--- src/logic/periph_irq_params.svh ---
`ifndef PERIPH_IRQ_PARAMS_SVH
`define PERIPH_IRQ_PARAMS_SVH

// Byte offsets on the register bus
`define FLAGS_OFS 8'h0c
`define ENABLES_OFS 8'h8c
`define CORE_CTRL_OFS 8'h10
`define EVT_STATUS_OFS 8'h14
`define EVT_MASK_OFS 8'h18

// Bit positions inside the source byte
`define BIT_SLAVE_PORT 7
`define BIT_CONVERTER 6
`define BIT_SERIAL_RX 5
`define BIT_SERIAL_TX 4
`define BIT_SYNC_SERIAL 3
`define BIT_CAPCOMP_ONE 2
`define BIT_TIMER_TWO 1
`define BIT_TIMER_ONE 0

// Bit positions inside the core control byte
`define BIT_GLOBAL_EN 7
`define BIT_GATE_EN 6

// Reset values
`define FLAGS_RST 8'h00
`define ENABLES_RST 8'h00
`define CORE_CTRL_RST 8'h00
`define EVT_RST 8'h00

// Flag bits that software may write
`define FLAGS_WR_MASK 8'hcf
// Core control bits that exist
`define CORE_CTRL_MASK 8'hc0

`endif

--- src/logic/periph_irq_pkg.sv ---
package periph_irq_pkg;

  // One bit per peripheral source, bit 7 first
  typedef struct packed {
    logic slave_port;
    logic converter;
    logic serial_rx;
    logic serial_tx;
    logic sync_serial;
    logic capcomp_one;
    logic timer_two_match;
    logic timer_one_overflow;
  } src_bits_type;

  // Register bus slave states
  typedef enum logic [1:0] {
    BUS_IDLE = 2'b01,
    BUS_ACK = 2'b10
  } bus_state_type;

endpackage

--- src/logic/periph_irq_ctrl.sv ---
`timescale 1ns/1ns
`include "periph_irq_params.svh"
module periph_irq_ctrl
  import periph_irq_pkg::*;
#(
  parameter bit HAS_SLAVE_PORT = 1'b1,
  parameter bit HAS_CONVERTER = 1'b1
) (
  input wire logic clk_i,
  input wire logic rst_i,
  input wire logic cyc_i,
  input wire logic stb_i,
  input wire logic we_i,
  input wire logic [7:0] adr_i,
  input wire logic [3:0] sel_i,
  input wire logic [31:0] dat_i,
  output logic [31:0] dat_o,
  output logic ack_o,
  input wire src_bits_type src_set_i,
  input wire logic rx_data_read_i,
  input wire logic tx_data_write_i,
  output logic periph_irq_o,
  output logic irq_o
);

  // ****************************************************
  // Constants
  // ****************************************************

  // Sources that exist on this variant
  localparam src_bits_type PRESENT = src_bits_type'({
    HAS_SLAVE_PORT, HAS_CONVERTER, 6'h3f});
  localparam logic [7:0] WR_MASK = `FLAGS_WR_MASK;

  // ****************************************************
  // State
  // ****************************************************

  bus_state_type bus_state_ff;
  bus_state_type nxt_bus_state;
  src_bits_type flags_ff;
  src_bits_type enables_ff;
  src_bits_type evt_status_ff;
  src_bits_type evt_mask_ff;
  logic [7:0] core_ctrl_ff;
  logic [31:0] rdata_ff;
  logic ack_ff;
  logic periph_req_ff;
  logic irq_ff;
  src_bits_type nxt_flags;
  src_bits_type nxt_enables;
  src_bits_type nxt_evt_status;
  src_bits_type nxt_evt_mask;
  logic [7:0] nxt_core_ctrl;

  // ****************************************************
  // Bus decode
  // ****************************************************

  // A request is taken once, on the edge that raises ack
  wire req_take = cyc_i & stb_i & (bus_state_ff == BUS_IDLE);
  wire wr_lane = req_take & we_i & sel_i[0];
  wire rd_take = req_take & ~we_i;
  wire hit_flags = (adr_i == `FLAGS_OFS);
  wire hit_enables = (adr_i == `ENABLES_OFS);
  wire hit_core = (adr_i == `CORE_CTRL_OFS);
  wire hit_status = (adr_i == `EVT_STATUS_OFS);
  wire hit_mask = (adr_i == `EVT_MASK_OFS);
  wire wr_flags = wr_lane & hit_flags;
  wire wr_enables = wr_lane & hit_enables;
  wire wr_core = wr_lane & hit_core;
  wire wr_mask = wr_lane & hit_mask;
  wire rd_status = rd_take & hit_status;
  wire [7:0] wbyte = dat_i[7:0];

  // Unmapped addresses answer with zero and drop writes
  wire [7:0] rd_byte =
    hit_flags ? flags_ff :
    hit_enables ? enables_ff :
    hit_core ? core_ctrl_ff :
    hit_status ? evt_status_ff :
    hit_mask ? evt_mask_ff : 8'h00;

  // Bus state machine: one wait state, then ack for a cycle
  always_comb begin
    nxt_bus_state = bus_state_ff;
    unique case (bus_state_ff)
      BUS_IDLE: begin
        if (req_take) begin
          nxt_bus_state = BUS_ACK;
        end
      end
      BUS_ACK: begin
        nxt_bus_state = BUS_IDLE;
      end
      default: begin
        nxt_bus_state = BUS_IDLE;
      end
    endcase
  end

  // ****************************************************
  // Source events
  // ****************************************************

  // Events are masked to present sources so absent bits stay 0
  wire [7:0] set_ev = src_set_i & PRESENT;

  // Hardware clears only for the two serial flags
  wire [7:0] hw_clr = {2'b00, rx_data_read_i, tx_data_write_i,
    4'h0};

  // ****************************************************
  // Flag update, one slice per source
  // ****************************************************

  genvar gi;
  generate
    for (gi = 0; gi < 8; gi++) begin : g_flag
      // Set wins over any clear in the same cycle
      always_comb begin
        if (set_ev[gi]) begin
          nxt_flags[gi] = 1'b1;
        end else if (wr_flags & WR_MASK[gi]) begin
          nxt_flags[gi] = wbyte[gi] & PRESENT[gi];
        end else if (hw_clr[gi]) begin
          nxt_flags[gi] = 1'b0;
        end else begin
          nxt_flags[gi] = flags_ff[gi];
        end
      end

      // Enable bit, one per source in fixed order
      always_comb begin
        if (wr_enables) begin
          nxt_enables[gi] = wbyte[gi] & PRESENT[gi];
        end else begin
          nxt_enables[gi] = enables_ff[gi];
        end
      end

      // Sticky event status; a read clears, a new event wins
      always_comb begin
        if (set_ev[gi]) begin
          nxt_evt_status[gi] = 1'b1;
        end else if (rd_status) begin
          nxt_evt_status[gi] = 1'b0;
        end else begin
          nxt_evt_status[gi] = evt_status_ff[gi];
        end
      end

      // Mask uses the same layout as the status
      always_comb begin
        if (wr_mask) begin
          nxt_evt_mask[gi] = wbyte[gi];
        end else begin
          nxt_evt_mask[gi] = evt_mask_ff[gi];
        end
      end
    end
  endgenerate

  // Core control holds only the global and gate bits
  assign nxt_core_ctrl = wr_core ?
    (wbyte & `CORE_CTRL_MASK) : core_ctrl_ff;

  // ****************************************************
  // Request logic
  // ****************************************************

  wire global_en = core_ctrl_ff[`BIT_GLOBAL_EN];
  wire gate_en = core_ctrl_ff[`BIT_GATE_EN];
  // Each source passes only with its own enable set
  wire [7:0] pend = flags_ff & enables_ff;
  // Gate and global enable block every source of periph_irq_o when clear
  wire nxt_periph_req = (|pend) & gate_en & global_en;
  wire nxt_irq = |(evt_status_ff & evt_mask_ff);

  // ****************************************************
  // Registers
  // ****************************************************

  // Bus slave registers
  always_ff @(posedge clk_i) begin
    if (rst_i) begin
      bus_state_ff <= BUS_IDLE;
      ack_ff <= 1'b0;
      rdata_ff <= 32'h0000_0000;
    end else begin
      bus_state_ff <= nxt_bus_state;
      ack_ff <= req_take;
      rdata_ff <= rd_take ? {24'h00_0000, rd_byte} : 32'h0000_0000;
    end
  end

  // Register file; all cleared at reset
  always_ff @(posedge clk_i) begin
    if (rst_i) begin
      flags_ff <= `FLAGS_RST;
      enables_ff <= `ENABLES_RST;
      core_ctrl_ff <= `CORE_CTRL_RST;
      evt_status_ff <= `EVT_RST;
      evt_mask_ff <= `EVT_RST;
    end else begin
      flags_ff <= nxt_flags;
      enables_ff <= nxt_enables;
      core_ctrl_ff <= nxt_core_ctrl;
      evt_status_ff <= nxt_evt_status;
      evt_mask_ff <= nxt_evt_mask;
    end
  end

  // Interrupt outputs registered so they leave from a flop
  always_ff @(posedge clk_i) begin
    if (rst_i) begin
      periph_req_ff <= 1'b0;
      irq_ff <= 1'b0;
    end else begin
      periph_req_ff <= nxt_periph_req;
      irq_ff <= nxt_irq;
    end
  end

  assign dat_o = rdata_ff;
  assign ack_o = ack_ff;
  assign periph_irq_o = periph_req_ff;
  assign irq_o = irq_ff;
endmodule // periph_irq_ctrl

--- config.mk ---
export PLATFORM = sky130hd
export DESIGN_NAME = periph_irq_ctrl
export DESIGN_NICKNAME = d
export VERILOG_FILES = /design/src/logic/periph_irq_pkg.sv /design/src/logic/periph_irq_ctrl.sv
export VERILOG_INCLUDE_DIRS = /design/src /design/src/logic
export SDC_FILE = /design/constraint.sdc
export NUM_CORES = 1
export LEC_CHECK = 0
export ABC_CLOCK_PERIOD_IN_PS = 2300
export BUFFER_PORTS_ARGS = -buffer_cell sky130_fd_sc_hd__buf_2
export CAP_MARGIN = 20
export CORE_ASPECT_RATIO = 0.9
export CORE_MARGIN = 4
export CORE_UTILIZATION = 50
export DETAILED_ROUTE_END_ITERATION = 16
export PLACE_DENSITY = 0.92
export SLEW_MARGIN = 40
export SYNTH_ARGS = -nofsm -noshare
export SYNTH_HDL_FRONTEND = slang
export SYNTH_SLANG_ARGS = --single-unit
--- constraint.sdc ---
create_clock -name clk_i -period 2.3 [get_ports clk_i]
set_input_delay 0.115 -clock clk_i [delete_from_list [all_inputs] [get_ports clk_i]]
set_output_delay 0.115 -clock clk_i [all_outputs]
set_load 0.1 [all_outputs]
Yosys cells after proc, flatten, opt, wreduce, memory -nomap -nowiden
Index checks and enable logic that the tools add are counted.
W data, S select, Z words.
Storage, ports and cells
  register bits after elaboration: 71
  logic and storage cells: 112
  input bits: 59
Cells by class
  reduce and logical (&&, ||, !) cells: 20
  equal/unequal tests: 6
  bitwise gates (word level): 17
  mux-type cells: 30
Operators with widths (number)
  $mux W8: 5
  $reduce_bool A2 Y1: 16
  $mux W1: 25
  $eq A8 B5 Y1 const B: 3
  $and A8 B8 Y8: 2
  $reduce_or A8 Y1: 2
  $and A1 B1 Y1: 12
  $eq A8 B4 Y1 const B: 1
  $eq A8 B8 Y1 const B: 1
  $reduce_or A2 Y1: 2
  $not A1 Y1: 3
  $eq A2 B1 Y1 const B: 1

Longest topological paths before layout
  depth after elaboration: 7
  depth in mapped cells: 5
  depth with buffers taken out: 4

Worst setup path before layout
OpenSTA, ideal clock, no wires.
  kind: in2reg
  from: input adr_i[1]
  to: register enables_ff[2] in the netlist's numbering
  path slack: 698 ps
  arrival time: 1475 ps
  library setup time: 128 ps
  data required time: 2172 ps
  cell stages on the path: 5
  buffers on the path: 1
  cell sequence: or4_4 > or4_4 > buf_6 > mux2i_1 > nor2_1
Between the ends
  word-level cells in the longest chain between the ends: 2
Ends and longest elaborated chain
  start: declaration: RTL line periph_irq_ctrl.sv:14  | input wire logic [7:0] adr_i,
  $eq A8 B8 Y1 (no source line)
  $and A1 B1 Y1: RTL line periph_irq_ctrl.sv:70  | wire wr_enables = wr_lane & hit_enables;
  end signal: assignment: RTL line periph_irq_ctrl.sv:201  | enables_ff <= `ENABLES_RST;
  end signal: assignment: RTL line periph_irq_ctrl.sv:207  | enables_ff <= nxt_enables;
  end: declaration: RTL line periph_irq_ctrl.sv:42  | src_bits_type enables_ff;
No other way between the ends.
A chain may end at the register's enable or synchronous reset.

Worst setup path in the final report
  from: register bus_state_ff[1]
  to: register evt_status_ff[6] in the netlist's numbering
Between the ends
  word-level cells in the longest chain between the ends: 5
Ends and longest elaborated chain
  start: declaration: RTL line periph_irq_ctrl.sv:39  | bus_state_type bus_state_ff;
  start signal: assignment: RTL line periph_irq_ctrl.sv:191  | bus_state_ff <= nxt_bus_state;
  $eq A2 B1 Y1: RTL line periph_irq_ctrl.sv:61  | wire req_take = cyc_i & stb_i & (bus_state_ff == BUS_IDLE);
  $and A1 B1 Y1: RTL line periph_irq_ctrl.sv:61
  $and A1 B1 Y1: RTL line periph_irq_ctrl.sv:63  | wire rd_take = req_take & ~we_i;
  $and A1 B1 Y1: RTL line periph_irq_ctrl.sv:73  | wire rd_status = rd_take & hit_status;
  $reduce_bool A2 Y1 (no source line)
  end signal: assignment: RTL line periph_irq_ctrl.sv:203  | evt_status_ff <= `EVT_RST;
  end signal: assignment: RTL line periph_irq_ctrl.sv:209  | evt_status_ff <= nxt_evt_status;
  end: declaration: RTL line periph_irq_ctrl.sv:43  | src_bits_type evt_status_ff;
No other way between the ends.

==> qor.yml <==
layout:
  syn_to_final_growth_pct: 9.25
  nets: 339
  final_area_um2: 2350
  antenna-diode-count: 0
  post-route-util_pct: 57.3
  drive_gt1_share_pct: 18.6
  fill_cells: 387
cts:
  clk_latency_ns: 0.30
  htree_levels: 2
  cts_made_buffers: 5
  max-clock-path-buffers: 2
  cts_setup_buffers: 0
  cts.clk_slew.worst_paths_ns: 0.08
  cts.sinks: 47
  root_buffer: "clkbuf_8"
  cts_tree: "done"
  cts_resized: 0
  cts_hold_buf: 0
critical_path:
  start_kind: "register"
  path_max_fanout: 8
  cp.arrival_ns: 1.92
  crit_type: "register to register"
  worst_ep_required_time_ns: 2.45
  r2r_start: "bus_state_ff[1]$_SDFFE_PP0N_"
  setup.worst_path.start: "bus_state_ff[1]$_SDFFE_PP0N_"
  endpoint_kind: "register"
placement:
  routabilityCongestion: 0.841
  dpl_cell_area_um2: 2280
  hpwl_mm: 3.75
  portBuffers: 42
floorplan:
  coreArea_um2: 4100
  dieArea_um2: 5410
  num_io_pins: 94
  dieWidth_um: 77.1
  die_h_um: 70.2
  rows: 22
  initial_core_util_pct: 52.4
timing:
  rsz0062_at_grt: "false"
  worst_pin_slew_ns: 0.673
  max_freq_ghz: 0.567
  slew_headroom_pct: 55.2
  maxSlewViolCount: 0
  fin_tns_setup_ns: 0
  final.period_utilization_pct: 76.7
  period_minus_slack_ns: 1.76
  fin_skew_ns: 0.00892
  finalHoldViolations: 0
  finalSetupViolCount: 0
drt:
  drt-wirelength-per-cell_um: 15.3
  drt_wl_total_mm: 4.99
  remaining_drc_errors: 0
  ant_nets: 0
  via_per_inst: 5.75
  routed-via-count: 1879
  drtPass1Iterations: 5
  drtIter0Drc: 184
grt:
  grt.total_usage_pct: 18.0
  grt_pass1_vias: 1733
  overflow: 0
  antenna_found_initial: 0
  grt_pass1_wl_mm: 7.85
  grt_max_degree: 40
synth:
  ys_warn_count: 0
  synth-async-reset-ratio_pct: 0
  syn-cell-area_um2: 2150
  ys.flop_type: "dfxtp_1"
  ys_ff_latch: 47
  syn_area_per_cell_um2: 8.92
  netlist_instances: 241
  yosysSeqAreaShare_pct: 43.8
  ys_types: 40
  synth-edff-count: 0
flow_run:
  drv_cap: 0
worst_hold_path:
  min_from: "src_set_i[5]"
  hold_class: "input pin to register"
power_and_ir_drop:
  powerDensity_nw_per_um2: 673
  leakage_nw: 1.09
  ir_worst_vdd_mv: 0.352
run_status:
  status: "finished clean"
[layout make-up]
cell class / instances / area [µm²] / area share [%]
multi-input cells: 176 / 1030 / 44.1
clock buffers: 6 / 72.6 / 3.09
well taps: 48 / 60.1 / 2.56
flip-flops and latches: 47 / 941 / 40.1
repair buffers: 42 / 210 / 8.95
inverters: 8 / 30.0 / 1.28
[metrics by stage]
stage,total power [mW],std cells,hold WS (ns),setup slack (ns)
after detailed placement,1.15,321,0.344,0.376
final,1.58,327,0.0467,0.536
after floorplan,1.12,264,0.232,0.698
after CTS,1.59,327,0.0400,0.525
after global routing,1.63,327,0.0411,0.432
after global placement,1.15,321,0.338,0.383
[cells in the final DEF (no fill, tap or decap), drive strengths merged, types with 7 or more instances in the layout]
cell    count
nor3        8
dfxtp      47
nand2      12
mux2i      18
a21oi      10
inv         8
a211oi      7
nor2       48
conb       24
buf        42
[worst max-delay path, stage by stage, from the launching register on]
cell and delay (ns):
dfxtp_1 0.31, nand4b_1 0.28, or4_1 0.75, a21oi_1 0.22
nor2_1 0.06
[power breakdown]
part | switching [mW] | internal [mW] | total (mW)
clock | 0.244 | 0.203 | 0.446
sequential | 0.0200 | 0.835 | 0.855
combinational | 0.235 | 0.0448 | 0.280
[cells in the mapped netlist, types with 3 or more instances]
master	n	share of area, %
a211oi_1	7	2.4
or4_4	3	1.6
o21ai_0	6	1.4
a311oi_1	5	2.0
buf_4	24	8.4
nor3_1	8	1.9
mux2i_1	18	8.4
nor2_1	48	8.4
nand2_1	12	2.1
a22oi_1	5	1.7
a21oi_1	10	2.3
inv_1	8	1.4
clkbuf_1	4	0.70
dfxtp_1	47	44
[path summary, 6_finish.rpt]
| check | depth (start not counted) | end | slack (ns) |
|---|---|---|---|
| setup reg to reg | 4 | evt_status_ff[6]$_SDFFE_PP0P_ | 0.54 |
| hold reg to reg | 2 | periph_irq_o$_SDFF_PP0_ | 0.50 |
| hold / removal | 3 | flags_ff[5]$_SDFFE_PP0P_ | 0.05 |
| setup / recovery | 4 | evt_status_ff[6]$_SDFFE_PP0P_ | 0.54 |
[state kept, by name (all words and copies together), names as in the netlist]
name / cells
bus_state_ff: 2
core_ctrl_ff: 2
ack_o: 1
irq_o: 1
periph_irq_o: 1
enables_ff: 8
evt_mask_ff: 8
evt_status_ff: 8
flags_ff: 8
dat_o: 8
[cells by family (layout without fill, tap and decap cells)]
logic type | Yosys count | in the layout | share of synthesized area [%]
multiplexers | 18 | 18 | 8.38
buffers and inverters | 41 | 56 | 12.1
other | 1 | 24 | 0.174
flip-flops | 47 | 47 | 43.8
AO/OA/AOI/OAI | 43 | 43 | 14.1
AND/OR/NAND/NOR | 91 | 91 | 21.4
[layer usage]
metal	vias up	share of wire, %	global-route usage [%]
met3	8	10	5.41
met2	98	48	30.8
met4	0	1.1	5.73
met5	-	0	0
met1	887	40	21.8
li1	886	-	-
Note: power is estimated with default switching activity, not from simulation.
